### src/ubd_pkg.sv
/*
  ubd_pkg: register map, field positions, reset values and carrier types
  for the serial baud divider and timer block.
  assumes a 32-bit AXI4-Lite register bus and a single system clock.
*/
package ubd_pkg;
  // line control is kept as a word index; its byte address is four times
  // the index, which is why the bus carries 14 address bits
  localparam logic [11:0] LINE_CTRL_INDEX = 12'hF42;
  localparam logic [13:0] ADDR_LINE_CTRL = {LINE_CTRL_INDEX, 2'b00};
  localparam logic [13:0] ADDR_SEC_CTRL = 14'h0000;
  localparam logic [13:0] ADDR_DIV_HIGH = 14'h0004;
  localparam logic [13:0] ADDR_DIV_LOW = 14'h0008;
  localparam logic [13:0] ADDR_IRQ_STAT = 14'h000C;
  localparam logic [13:0] ADDR_IRQ_MASK = 14'h0010;
  localparam logic [13:0] ADDR_LINE_STAT = 14'h0014;
  localparam logic [7:0] LINE_CTRL_RESET = 8'h00;
  localparam logic [7:0] SEC_CTRL_RESET = 8'h00;
  localparam logic [7:0] DIV_RESET = 8'h00;
  // secondary control bit positions
  localparam int SEC_TIMER_BIT = 0;
  localparam int SEC_DIVIRQ_BIT = 1;
  // interrupt status bit positions
  localparam int IRQ_TIMEOUT_BIT = 0;
  localparam int IRQ_RELOAD_BIT = 1;
  localparam logic [1:0] AXI_OKAY = 2'h0;
  localparam logic [1:0] AXI_SLVERR = 2'h2;
  localparam int OVERSAMPLE = 16;

  // primary line control, bit 7 down to bit 0
  typedef struct packed {
    logic transmit_enable;
    logic receive_enable;
    logic clear_to_send_gate;
    logic parity_on;
    logic parity_select;
    logic send_break;
    logic stop_select;
    logic loopback_on;
  } ubd_line_ctrl_t;

  // divider outputs that travel together
  typedef struct packed {
    logic tick;
    logic bit_tick;
  } ubd_ticks_t;
endpackage

### src/ubd_divider.sv
/*
  ubd_divider: 16-bit reloading down counter with one-cycle tick, and a
  divide-by-sixteen stage that yields the per-bit strobe.
  assumes divisor is held steady while run is high.
*/
module ubd_divider #(
  parameter int WIDTH = 16
) (
  input wire logic clk,
  input wire logic rst,
  input wire logic run,
  input wire logic [WIDTH-1:0] divisor,
  output ubd_pkg::ubd_ticks_t ticks
);
  logic [WIDTH-1:0] cnt_q; // cycles left before the tick
  logic [3:0] sub_q; // oversample phase
  logic term_w;
  logic [WIDTH-1:0] start_w;
  logic bit_w;

  // zero wraps to all ones plus one step, so it counts 65536
  assign start_w = divisor - {{(WIDTH-1){1'b0}}, 1'b1};
  assign term_w = run && (cnt_q == '0);
  assign bit_w = term_w && (sub_q == 4'hF);

  // reload after the terminal count
  always_ff @(posedge clk) begin
    if (rst || !run) begin
      cnt_q <= '0;
      sub_q <= 4'h0;
      ticks <= '0;
    end else begin
      cnt_q <= term_w ? start_w : cnt_q - {{(WIDTH-1){1'b0}}, 1'b1};
      if (term_w) begin
        sub_q <= sub_q + 4'h1; // sixteen ticks per bit
      end
      ticks.tick <= term_w;
      ticks.bit_tick <= bit_w;
    end
  end
endmodule

### src/ubd_top.sv
/*
  ubd_top: baud divider, divider timer, line control and interrupt
  registers of a serial port, reached over AXI4-Lite.
  assumes a well-behaved AXI4-Lite master; CTS pin is asynchronous and
  active low; one system clock MCLK with synchronous high reset RST.
  byte addresses are 14 bits, as line control sits high in the map.
*/
module ubd_top (
  input wire logic MCLK,
  input wire logic RST,
  input wire logic CTS_N,
  input wire logic [13:0] S_AXI_AWADDR,
  input wire logic S_AXI_AWVALID,
  output logic S_AXI_AWREADY,
  input wire logic [31:0] S_AXI_WDATA,
  input wire logic [3:0] S_AXI_WSTRB,
  input wire logic S_AXI_WVALID,
  output logic S_AXI_WREADY,
  output logic [1:0] S_AXI_BRESP,
  output logic S_AXI_BVALID,
  input wire logic S_AXI_BREADY,
  input wire logic [13:0] S_AXI_ARADDR,
  input wire logic S_AXI_ARVALID,
  output logic S_AXI_ARREADY,
  output logic [31:0] S_AXI_RDATA,
  output logic [1:0] S_AXI_RRESP,
  output logic S_AXI_RVALID,
  input wire logic S_AXI_RREADY,
  output logic TX_RUN,
  output logic BIT_TICK,
  output logic IRQ
);
  ubd_pkg::ubd_line_ctrl_t line_q; // primary line control
  logic [7:0] sec_q; // secondary control
  logic [7:0] div_hi_q; // divisor high byte
  logic [7:0] div_lo_q; // divisor low byte
  logic [1:0] stat_q; // sticky interrupt status
  logic [1:0] mask_q; // interrupt mask
  logic cts_s1_q; // synchroniser first stage, read only by second
  logic cts_s2_q;
  logic [13:0] awaddr_q;
  logic aw_have_q;
  logic [31:0] wdata_q;
  logic [3:0] wstrb_q;
  logic w_have_q;
  logic [15:0] divisor_w;
  logic port_on_w;
  logic timer_w;
  logic run_w;
  logic wr_go_w;
  logic wr_hit_w;
  logic rd_hit_w;
  logic [31:0] rd_data_w;
  logic [1:0] set_w;
  logic [1:0] clr_w;
  logic tx_ok_w;
  ubd_pkg::ubd_ticks_t ticks_w;

  // word-aligned address decode shared by both channels
  function automatic logic known(input logic [13:0] a);
    logic [13:0] w;
    w = {a[13:2], 2'b00};
    known = (w == ubd_pkg::ADDR_LINE_CTRL) || (w == ubd_pkg::ADDR_SEC_CTRL)
      || (w == ubd_pkg::ADDR_DIV_HIGH) || (w == ubd_pkg::ADDR_DIV_LOW)
      || (w == ubd_pkg::ADDR_IRQ_STAT) || (w == ubd_pkg::ADDR_IRQ_MASK)
      || (w == ubd_pkg::ADDR_LINE_STAT);
  endfunction

  // one register selected by its word address
  function automatic logic at(input logic [13:0] a, input logic [13:0] r);
    at = ({a[13:2], 2'b00} == r);
  endfunction

  // divisor is the two bytes side by side
  assign divisor_w = {div_hi_q, div_lo_q};
  assign port_on_w = line_q.transmit_enable || line_q.receive_enable;
  // timer only with the port off and timer bit set
  assign timer_w = !port_on_w && sec_q[ubd_pkg::SEC_TIMER_BIT];
  // divider runs for the port or for the timer
  assign run_w = port_on_w || timer_w;
  assign wr_go_w = aw_have_q && w_have_q && !S_AXI_BVALID;
  assign wr_hit_w = known(awaddr_q);
  assign rd_hit_w = known(S_AXI_ARADDR);
  // timeout each divisor cycles in timer use
  assign set_w[ubd_pkg::IRQ_TIMEOUT_BIT] = timer_w && ticks_w.tick;
  // reload event as extra counter
  assign set_w[ubd_pkg::IRQ_RELOAD_BIT] =
    sec_q[ubd_pkg::SEC_DIVIRQ_BIT] && ticks_w.tick;
  assign clr_w = (wr_go_w && at(awaddr_q, ubd_pkg::ADDR_IRQ_STAT)
    && wstrb_q[0]) ? wdata_q[1:0] : 2'b00;
  // cts gate optional, pin low means clear
  assign tx_ok_w = line_q.transmit_enable
    && (!line_q.clear_to_send_gate || !cts_s2_q);

  // read mux, upper bits read zero
  // unmapped words read zero and answer with an error response
  assign rd_data_w =
    at(S_AXI_ARADDR, ubd_pkg::ADDR_LINE_CTRL) ? {24'h000000, line_q} :
    at(S_AXI_ARADDR, ubd_pkg::ADDR_SEC_CTRL) ? {24'h000000, sec_q} :
    at(S_AXI_ARADDR, ubd_pkg::ADDR_DIV_HIGH) ? {24'h000000, div_hi_q} :
    at(S_AXI_ARADDR, ubd_pkg::ADDR_DIV_LOW) ? {24'h000000, div_lo_q} :
    at(S_AXI_ARADDR, ubd_pkg::ADDR_IRQ_STAT) ? {30'h00000000, stat_q} :
    at(S_AXI_ARADDR, ubd_pkg::ADDR_IRQ_MASK) ? {30'h00000000, mask_q} :
    at(S_AXI_ARADDR, ubd_pkg::ADDR_LINE_STAT) ?
      {29'h00000000, timer_w, cts_s2_q, tx_ok_w} : 32'h00000000;

  // one divider serves the bit strobe and the timer; the two never run
  // together, since the timer needs both enables clear
  ubd_divider #(.WIDTH(16)) u_div (
    .clk(MCLK),
    .rst(RST),
    .run(run_w),
    .divisor(divisor_w),
    .ticks(ticks_w)
  );

  // two-flop synchroniser for the cts pin
  always_ff @(posedge MCLK) begin
    if (RST) begin
      cts_s1_q <= 1'b1;
      cts_s2_q <= 1'b1;
    end else begin
      cts_s1_q <= CTS_N;
      cts_s2_q <= cts_s1_q;
    end
  end

  // write address and data captured independently, either order
  always_ff @(posedge MCLK) begin
    if (RST) begin
      aw_have_q <= 1'b0;
      w_have_q <= 1'b0;
      awaddr_q <= 14'h0000;
      wdata_q <= 32'h00000000;
      wstrb_q <= 4'h0;
    end else begin
      if (S_AXI_AWVALID && S_AXI_AWREADY) begin
        aw_have_q <= 1'b1;
        awaddr_q <= S_AXI_AWADDR;
      end else if (wr_go_w) begin
        aw_have_q <= 1'b0;
      end
      if (S_AXI_WVALID && S_AXI_WREADY) begin
        w_have_q <= 1'b1;
        wdata_q <= S_AXI_WDATA;
        wstrb_q <= S_AXI_WSTRB;
      end else if (wr_go_w) begin
        w_have_q <= 1'b0;
      end
    end
  end

  // ready is high while the slot is empty and no write response is pending
  always_ff @(posedge MCLK) begin
    if (RST) begin
      S_AXI_AWREADY <= 1'b0;
      S_AXI_WREADY <= 1'b0;
    end else begin
      S_AXI_AWREADY <= !aw_have_q && !(S_AXI_AWVALID && S_AXI_AWREADY)
        && !S_AXI_BVALID;
      S_AXI_WREADY <= !w_have_q && !(S_AXI_WVALID && S_AXI_WREADY)
        && !S_AXI_BVALID;
    end
  end

  // write response, one cycle after both halves are held
  always_ff @(posedge MCLK) begin
    if (RST) begin
      S_AXI_BVALID <= 1'b0;
      S_AXI_BRESP <= ubd_pkg::AXI_OKAY;
    end else if (wr_go_w) begin
      S_AXI_BVALID <= 1'b1;
      S_AXI_BRESP <= wr_hit_w ? ubd_pkg::AXI_OKAY : ubd_pkg::AXI_SLVERR;
    end else if (S_AXI_BREADY) begin
      S_AXI_BVALID <= 1'b0;
    end
  end

  // control registers; byte lane 0 only
  always_ff @(posedge MCLK) begin
    if (RST) begin
      line_q <= ubd_pkg::LINE_CTRL_RESET;
      sec_q <= ubd_pkg::SEC_CTRL_RESET;
      div_hi_q <= ubd_pkg::DIV_RESET;
      div_lo_q <= ubd_pkg::DIV_RESET;
      mask_q <= 2'b00;
    end else if (wr_go_w && wstrb_q[0]) begin
      // writes while enabled are taken as-is; software avoids them
      if (at(awaddr_q, ubd_pkg::ADDR_LINE_CTRL)) begin
        line_q <= wdata_q[7:0];
      end
      if (at(awaddr_q, ubd_pkg::ADDR_SEC_CTRL)) begin
        sec_q <= {6'h00, wdata_q[1:0]};
      end
      if (at(awaddr_q, ubd_pkg::ADDR_DIV_HIGH)) begin
        div_hi_q <= wdata_q[7:0];
      end
      if (at(awaddr_q, ubd_pkg::ADDR_DIV_LOW)) begin
        div_lo_q <= wdata_q[7:0];
      end
      if (at(awaddr_q, ubd_pkg::ADDR_IRQ_MASK)) begin
        mask_q <= wdata_q[1:0];
      end
    end
  end

  // sticky status; a new event beats a same-cycle clear
  always_ff @(posedge MCLK) begin
    if (RST) begin
      stat_q <= 2'b00;
    end else begin
      stat_q <= (stat_q & ~clr_w) | set_w;
    end
  end

  // read channel, answer one cycle after address taken
  always_ff @(posedge MCLK) begin
    if (RST) begin
      S_AXI_ARREADY <= 1'b0;
      S_AXI_RVALID <= 1'b0;
      S_AXI_RDATA <= 32'h00000000;
      S_AXI_RRESP <= ubd_pkg::AXI_OKAY;
    end else if (S_AXI_ARVALID && S_AXI_ARREADY) begin
      S_AXI_ARREADY <= 1'b0;
      S_AXI_RVALID <= 1'b1;
      S_AXI_RDATA <= rd_data_w;
      S_AXI_RRESP <= rd_hit_w ? ubd_pkg::AXI_OKAY : ubd_pkg::AXI_SLVERR;
    end else if (S_AXI_RVALID) begin
      if (S_AXI_RREADY) begin
        S_AXI_RVALID <= 1'b0;
        S_AXI_ARREADY <= 1'b1;
      end
    end else begin
      S_AXI_ARREADY <= 1'b1;
    end
  end

  // registered user outputs
  always_ff @(posedge MCLK) begin
    if (RST) begin
      TX_RUN <= 1'b0;
      BIT_TICK <= 1'b0;
      IRQ <= 1'b0;
    end else begin
      TX_RUN <= tx_ok_w;
      BIT_TICK <= ticks_w.bit_tick && port_on_w;
      IRQ <= |(stat_q & mask_q);
    end
  end

  // helper: cycles since last timeout
  logic [16:0] gap_q;
  always_ff @(posedge MCLK) begin
    if (RST || !timer_w || ticks_w.tick) begin
      gap_q <= 17'h00001;
    end else begin
      gap_q <= gap_q + 17'h00001;
    end
  end

  // helper: a whole gap has passed since the timer started; the first
  // tick comes at once after start and has no gap before it
  logic gap_seen_q;
  always_ff @(posedge MCLK) begin
    if (RST || !timer_w) begin
      gap_seen_q <= 1'b0;
    end else if (ticks_w.tick) begin
      gap_seen_q <= 1'b1;
    end
  end

  // timer and divider properties; divisor zero must give the full span
  AST_TIMER_GAP: assert property (@(posedge MCLK)
    disable iff (RST)
    (ticks_w.tick && timer_w && gap_seen_q && $stable(divisor_w))
      |-> (gap_q == ((divisor_w == 16'h0000) ? 17'h10000
        : {1'b0, divisor_w})))
    else $error("timeout spacing differs from divisor");
  AST_TIMER_OFF: assert property (@(posedge MCLK)
    disable iff (RST)
    (!sec_q[ubd_pkg::SEC_TIMER_BIT] && !port_on_w)
      |-> !set_w[ubd_pkg::IRQ_TIMEOUT_BIT])
    else $error("timeout without timer bit");
  AST_PORT_BLOCKS: assert property (@(posedge MCLK)
    disable iff (RST) port_on_w |-> !set_w[ubd_pkg::IRQ_TIMEOUT_BIT])
    else $error("timer event while port enabled");
  AST_TIMEOUT_STICKY: assert property (@(posedge MCLK)
    disable iff (RST)
    set_w[ubd_pkg::IRQ_TIMEOUT_BIT] |=> stat_q[ubd_pkg::IRQ_TIMEOUT_BIT])
    else $error("timeout did not set status");
  AST_TICK_ONE: assert property (@(posedge MCLK)
    disable iff (RST)
    (ticks_w.tick && divisor_w != 16'h0001) |=> !ticks_w.tick)
    else $error("tick longer than one cycle");
  AST_BIT_PORT_ONLY: assert property (@(posedge MCLK)
    disable iff (RST) !port_on_w |=> !BIT_TICK)
    else $error("bit strobe while port disabled");

  // transmitter gate properties
  AST_TX_GATE: assert property (@(posedge MCLK)
    disable iff (RST) (line_q.clear_to_send_gate && cts_s2_q) |=> !TX_RUN)
    else $error("transmitter ran with cts high and gate set");
  AST_TX_EN: assert property (@(posedge MCLK)
    disable iff (RST)
    (line_q.transmit_enable && !line_q.clear_to_send_gate) |=> TX_RUN)
    else $error("transmitter not running when enabled");
  AST_TX_OFF: assert property (@(posedge MCLK)
    disable iff (RST) !line_q.transmit_enable |=> !TX_RUN)
    else $error("transmitter ran while disabled");

  // register and interrupt properties
  AST_RELOAD_IRQ: assert property (@(posedge MCLK)
    disable iff (RST)
    (ticks_w.tick && sec_q[ubd_pkg::SEC_DIVIRQ_BIT])
      |=> stat_q[ubd_pkg::IRQ_RELOAD_BIT])
    else $error("reload did not set status");
  AST_LINE_RESET: assert property (@(posedge MCLK)
    RST |=> (line_q == ubd_pkg::LINE_CTRL_RESET))
    else $error("line control not zero after reset");
  AST_LINE_WRITE: assert property (@(posedge MCLK)
    disable iff (RST)
    (wr_go_w && wstrb_q[0] && at(awaddr_q, ubd_pkg::ADDR_LINE_CTRL))
      |=> (line_q == $past(wdata_q[7:0])))
    else $error("line control write lost");
  AST_LINE_READ: assert property (@(posedge MCLK)
    disable iff (RST)
    (S_AXI_ARVALID && S_AXI_ARREADY
      && at(S_AXI_ARADDR, ubd_pkg::ADDR_LINE_CTRL))
      |=> (S_AXI_RDATA == {24'h000000, $past(line_q)}))
    else $error("line control read back wrong");
  AST_IRQ_LEVEL: assert property (@(posedge MCLK)
    disable iff (RST) (|(stat_q & mask_q)) |=> IRQ)
    else $error("interrupt not raised");
  AST_DIV_BYTES: assert property (@(posedge MCLK)
    disable iff (RST) divisor_w[15:8] == div_hi_q)
    else $error("divisor high byte misplaced");
endmodule

### config.mk
export PLATFORM = sky130hd
export DESIGN_NAME = ubd_top
export DESIGN_NICKNAME = d
export VERILOG_FILES = /design/src/ubd_pkg.sv /design/src/ubd_divider.sv /design/src/ubd_top.sv
export SDC_FILE = /design/constraint.sdc
export NUM_CORES = 1
export LEC_CHECK = 0
export BUFFER_PORTS_ARGS = -buffer_cell sky130_fd_sc_hd__clkbuf_2
export CORE_MARGIN = 5
export CORE_UTILIZATION = 47
export CTS_BUF_LIST = sky130_fd_sc_hd__clkbuf_4 sky130_fd_sc_hd__clkbuf_8
export CTS_CLUSTER_DIAMETER = 60
export CTS_CLUSTER_SIZE = 8
export DETAILED_ROUTE_END_ITERATION = 8
export GPL_TIMING_DRIVEN = 0
export HOLD_SLACK_MARGIN = 0.08
export PLACE_DENSITY = 0.83
export RECOVER_POWER = 25
export SLEW_MARGIN = 20
export SYNTH_ARGS = -nofsm -noshare
export SYNTH_HDL_FRONTEND = slang
export SYNTH_SLANG_ARGS = --single-unit
### constraint.sdc
create_clock -name MCLK -period 5.2 [get_ports MCLK]
set_input_delay 0.78 -clock MCLK [delete_from_list [all_inputs] [get_ports MCLK]]
set_output_delay 0.78 -clock MCLK [all_outputs]
set_load 0.1 [all_outputs]
* Word-level counts from Yosys, hierarchy flattened
Index checks and enable logic that the tools add are counted.
** Operators by class
- Muxes and demuxes :: 21
- Bitwise logic cells :: 4
- Add/subtract/negate cells :: 3
- Equality and inequality tests :: 14
- Reduce and logical (&&, ||, !) cells :: 57
** Operator list (count)
- $eq 12x2->1 const B :: 4
- $eq 12x3->1 const B :: 4
- $mux 8 :: 4
- $sub 16x1->16 const B :: 2
- $eq 12x1->1 const B :: 2
- $eq 12x12->1 const B :: 2
- $logic_not 12->1 :: 2
- $logic_and 1x1->1 :: 19
- $logic_not 16->1 :: 1
- $logic_or 1x1->1 :: 16
- $mux 16 :: 1
- $mux 1 :: 10
- $reduce_and 2->1 :: 5
- $logic_not 1->1 :: 9
- $mux 3 :: 3
- $mux 2 :: 3
- $reduce_bool 2->1 :: 3
- $add 4x1->4 const B :: 1
- $and 2x2->2 :: 2
- $eq 4x4->1 const B :: 1
- $reduce_or 2->1 :: 2
- $ne 2x1->1 const B :: 1
- $not 2->2 :: 1
- $or 2x2->2 :: 1
** Word-level totals
- Input port bits :: 72
- Flip-flop bits (word level) :: 123
- Word-level logic and storage cells :: 134

* Logic depth before layout (Yosys ltp)
- Word-level depth :: 10
- Mapped depth :: 10
- Depth with buffers taken out :: 9

* Modules after synthesis
A second synthesis with hierarchy kept.
** Second synthesis, totals
- Cell total of the unflattened synthesis :: 539
- Area, all modules :: 4722.0 um^2
** By module, submodules not included
- ubd_top :: area an instance 3409.5 um^2, seq. area each 1461.4 um^2, instances 1, cells an instance 385
- ubd_divider :: area an instance 1312.5 um^2, seq. area each 440.4 um^2, instances 1, cells an instance 154

* Worst setup path before layout
Ideal clock, no wire load.
- Path kind :: input port to flip-flop
- From :: input S_AXI_ARADDR[9]
- To :: register S_AXI_RDATA[1]
- Slack :: 2.648 ns
- Required time :: 5.097 ns
- Stages :: 5
- Arrival :: 2.449 ns
- Cell sequence :: or4_1 > buf_6 > nor4_2 > a2111oi_1 > a2111oi_2
** On the way
- Word-level cells in the longest chain between the ends :: 8
- Elaborated cells on any way between the ends :: 14
- Classes of those cells :: eq/ne (6); mux (7); reduce/logical (1)
** RTL lines
- from (decl) :: line ubd_top.sv:22 : input wire logic [13:0] S_AXI_ARADDR,
- $eq 12x3->1 :: line ubd_top.sv:71 : at = ({a[13:2], 2'b00} == r);
- $mux 3 :: line ubd_top.sv:104 : at(S_AXI_ARADDR, ubd_pkg::ADDR_LINE_STAT) ?
- $mux 3 :: line ubd_top.sv:103 : at(S_AXI_ARADDR, ubd_pkg::ADDR_IRQ_MASK) ? {30'h00000000, mask_q} :
- $mux 3 :: line ubd_top.sv:102 : at(S_AXI_ARADDR, ubd_pkg::ADDR_IRQ_STAT) ? {30'h00000000, stat_q} :
- $mux 8 :: line ubd_top.sv:101 : at(S_AXI_ARADDR, ubd_pkg::ADDR_DIV_LOW) ? {24'h000000, div_lo_q} :
- $mux 8 :: line ubd_top.sv:100 : at(S_AXI_ARADDR, ubd_pkg::ADDR_DIV_HIGH) ? {24'h000000, div_hi_q} :
- $mux 8 :: line ubd_top.sv:99 : at(S_AXI_ARADDR, ubd_pkg::ADDR_SEC_CTRL) ? {24'h000000, sec_q} :
- $mux 8 (*) :: line ubd_top.sv:98 : at(S_AXI_ARADDR, ubd_pkg::ADDR_LINE_CTRL) ? {24'h000000, line_q} :
- to (signal assigned) :: line ubd_top.sv:226 : S_AXI_RDATA <= rd_data_w;
- to (decl) :: line ubd_top.sv:25 : output logic [31:0] S_AXI_RDATA,
Mark *: on every way between the ends. The rest lies on a longest branch, timed or not.
A chain may end at the register's enable or synchronous reset.

* Worst setup path in the final report
- From :: register sec_q[0]
- To :: register u_div.cnt_q[14]
** On the way
- Word-level cells in the longest chain between the ends :: 4
- Elaborated cells on any way between the ends :: 6
- Classes of those cells :: mux (1); reduce/logical (5)
** RTL lines
- from (decl) :: line ubd_top.sv:34 : logic [7:0] sec_q;
- from (signal assigned) :: line ubd_top.sv:183 : sec_q <= ubd_pkg::SEC_CTRL_RESET;
- from (signal assigned) :: line ubd_top.sv:193 : sec_q <= {6'h00, wdata_q[1:0]};
- $logic_and 1x1->1 (*) :: line ubd_top.sv:78 : assign timer_w = !port_on_w && sec_q[ubd_pkg::SEC_TIMER_BIT];
- $logic_or 1x1->1 (*) :: line ubd_top.sv:80 : assign run_w = port_on_w || timer_w;
- $logic_and 1x1->1 or $logic_not 1->1 (tied branches) :: line ubd_divider.sv:23, ubd_divider.sv:28
- $mux 16 or $logic_or 1x1->1 (tied branches) :: line ubd_divider.sv:33, ubd_divider.sv:28
- to (signal assigned) :: line ubd_divider.sv:33 : cnt_q <= term_w ? start_w : cnt_q - {{(WIDTH-1){1'b0}}, 1'b1};
- to (decl) :: line ubd_divider.sv:15 : logic [WIDTH-1:0] cnt_q;
Marks and branches as above.

==> results.sh <==
export IMPL_critPathLaunchType="register"
export IMPL_setup_violations=0
export IMPL_viasPerCell=5.70
export IMPL_drive_gt1_share_pct=19.4
export IMPL_core_sq_mm=0.00964
export IMPL_gp_congestion=0.914
export IMPL_clkPwrFrac_pct=34.9
export IMPL_postCtsResizedCells=0
export IMPL_end_kind="register"
export IMPL_max_vdd_ir_drop_v=0.000155
export IMPL_hold_slack_ps=451
export IMPL_synthTopCellsByCount="dfxtp_1, nand2_1, nor2_1"
export IMPL_hold_start="cts_s1_q"
export IMPL_synth_area_sq_mm=0.00456
export IMPL_tightest_slew_ps=872
export IMPL_die_area_sq_mm=0.0118
export IMPL_synth_distinct_cells=67
export IMPL_p_int_w=0.00103
export IMPL_fillers=887
export IMPL_place_hpwl_mm=8.86
export IMPL_die_w_um=109
export IMPL_timing_rr_end="u_div.cnt_q[14]"
export IMPL_wl_per_cell_um=16.0
export IMPL_fmax_mhz=328
export IMPL_stdcell_area_sq_mm=0.00532
export IMPL_synth_warnings=0
export IMPL_synth_top_area_share_pct=41.7
export IMPL_postCtsHoldBufs=0
export IMPL_yosys_top_cells_area="dfxtp_1, mux2i_1, nand2_1"
export IMPL_synth_seq_cells=95
export IMPL_endpoint="u_div.cnt_q[14]"
export IMPL_hold_violations=0
export IMPL_arrival_ps=3350
export IMPL_reg2reg_from="sec_q[0]"
export IMPL_p_leak_nw=2.30
export IMPL_critPathMaxFanout=6
export IMPL_slew_violations=0
export IMPL_synthToLayoutAreaGrowth_pct=16.6
export IMPL_synthArstFlopShare_pct=0
export IMPL_grt_pass1_vias=4136
export IMPL_worstSkewPairLatency_ps=370
export IMPL_yosysTopAreaCell="dfxtp_1"
export IMPL_vias=4294
export IMPL_remaining_drc_errors=0
export IMPL_cts_htree_levels=3
export IMPL_crit_type="reg2reg"
export IMPL_cts_tree="yes"
export IMPL_syn_inst=523
export IMPL_grt_total_usage_pct=20.8
export IMPL_cts_made_buffers=9
export IMPL_root_buffer="clkbuf_8"
export IMPL_cp_startpoint="sec_q[0]"
export IMPL_period_needed_ps=3050
export IMPL_die_h_um=109
export IMPL_overflow=0
export IMPL_grt_max_degree=20
export IMPL_io_pins=116
export IMPL_r2r_slack_ps=2150
export IMPL_synth_edff_count=0
export IMPL_grt_pass1_wl_mm=19.4
export IMPL_synth_ff_type="dfxtp_1"
export IMPL_swShare_pct=32.6
export IMPL_synth_seq_area_share_pct=41.7
export IMPL_nNetsFinal=689
export IMPL_cts_sinks=95
export IMPL_dr_pass1_iters=5
export IMPL_p_seq_share_pct=49.7
export IMPL_drv_cap=0
export IMPL_reg2reg_depth=9
export IMPL_io_buffers=56
export IMPL_fp_row_count=36
export IMPL_p_comb_share_pct=15.4
export IMPL_grt_setup_unrepaired="false"
export IMPL_clock_path_buffers=2
export IMPL_tns_ps=0
export IMPL_min_period_over_period_pct=58.7
export IMPL_drtIter0Drc=316
export IMPL_post_cts_buffers=0
export IMPL_slew_headroom_pct=41.3
export IMPL_hold_class="reg2reg"
export IMPL_antenna_found_initial=0
export IMPL_fin_skew_ps=24.2
export IMPL_yosysMostFrequentCell="dfxtp_1"
export IMPL_critPathRequiredTime_ps=5490
export IMPL_wl_mm=12.0
export IMPL_powerDensity_mw_per_mm2=288
export IMPL_antenna_left=0
export IMPL_p_switching_w=0.000499
export IMPL_start_util_pct=47.3
export IMPL_avgSynthCellArea_sq_um=8.72
export IMPL_status="completed"
export IMPL_path_clk_slew_ps=110
export IMPL_dpl_cell_area_sq_mm=0.00510
export IMPL_diodes=0
==> critical path, cell delays in order, from the launching register on <==
cell and delay (ps):
dfxtp_1 380, nor3_1 520, nand3b_1 330, nor3_2 150
a21oi_1 200, ha_1 210, nand2_1 100, a311o_1 450
nor4b_1 400, mux2i_1 220
==> sequential cells by signal, indices dropped and copies added, names as in the netlist, 4 cells and up <==
| signal | cells |
|---|---|
| div_hi_q | 8 |
| line_q | 8 |
| S_AXI_RDATA | 8 |
| div_lo_q | 8 |
| wdata_q | 8 |
| u_div.cnt_q | 16 |
| awaddr_q | 12 |
| u_div.sub_q | 4 |
==> final cells by class <==
type,instances,area [sq um],area share [%]
Inverter,8,30.0,0.565
Sequential cell,95,1900,35.8
Clock inverter,7,96.3,1.81
Buffer,52,310,5.83
Tap cell,133,166,3.13
Clock buffer,9,124,2.33
Timing Repair Buffer,56,278,5.22
Multi-Input combinational cell,393,2410,45.4
==> worst min-delay path by stage <==
stage                          end  cells past startpoint  slack [ps]
after floorplan           cts_s2_q                      1         390
after global placement    cts_s2_q                      1         390
after detailed placement  cts_s2_q                      1         430
after CTS                 cts_s2_q                      1         460
after global routing      cts_s2_q                      1         460
final                     cts_s2_q                      1         450
==> metal layers <==
layer	routed length [um]	up-vias	GRT usage, %
li1	-	2055	-
met3	1070	29	4.36
met1	5070	1989	26.4
met4	279	0	8.84
met2	5630	221	34.1
met5	0	-	0
==> metrics by stage <==
| step | setup slack [ps] | cells | total power (W) | util (%) |
|---|---|---|---|---|
| floorplan | 2650 | 548 | 0.000969 | - |
| global placement | 2290 | 737 | 0.00101 | 52.9 |
| detailed placement | 2250 | 737 | 0.00101 | 52.9 |
| CTS | 2180 | 753 | 0.00154 | 55.2 |
| global route | 1850 | 753 | 0.00159 | 55.2 |
| finish | 2150 | 753 | 0.00153 | 55.2 |
==> power by group through the flow <==
stage               clock, W  combinational [W]  sequential, W
floorplan                  0           0.000148       0.000821
global placement           0           0.000231       0.000775
detailed placement         0           0.000234       0.000776
CTS                 0.000541           0.000234       0.000760
global route        0.000580           0.000248       0.000762
finish              0.000535           0.000236       0.000760
==> cells by family (layout without fill, tap and decap cells) <==
kind of cell               Yosys count  after routing  share of synthesized area (%)
and+or+nand+nor                    224            224                           25.6
AOI/OAI and AO/OA                  106            106                           17.0
DFF                                 95             95                           41.7
buffers and inverters               60            132                           7.46
muxes                               31             31                           6.80
xor gates and xnor gates             4              4                          0.768
adders and majority gates            2              2                          0.549
other                                1             26                         0.0822
==> placed cells by master (no fill, tap or decap), drive strengths merged, types with 6 or more instances in the layout <==
cell type  Yosys  layout
mux2i         31      31
inv            8      12
nand3         13      13
a21oi         40      40
or3            6       6
a211oi         8       8
nand2b        10      10
a41o           6       6
a41oi          8       8
nor4          13      13
buf           32      30
dfxtp         95      95
conb           1      26
o21ai          9       9
nand2         61      61
nor3          18      18
clkbuf        20      87
or2            8       8
nor2          55      55
or4            9       9
Power figures use the tool's default switching activity.
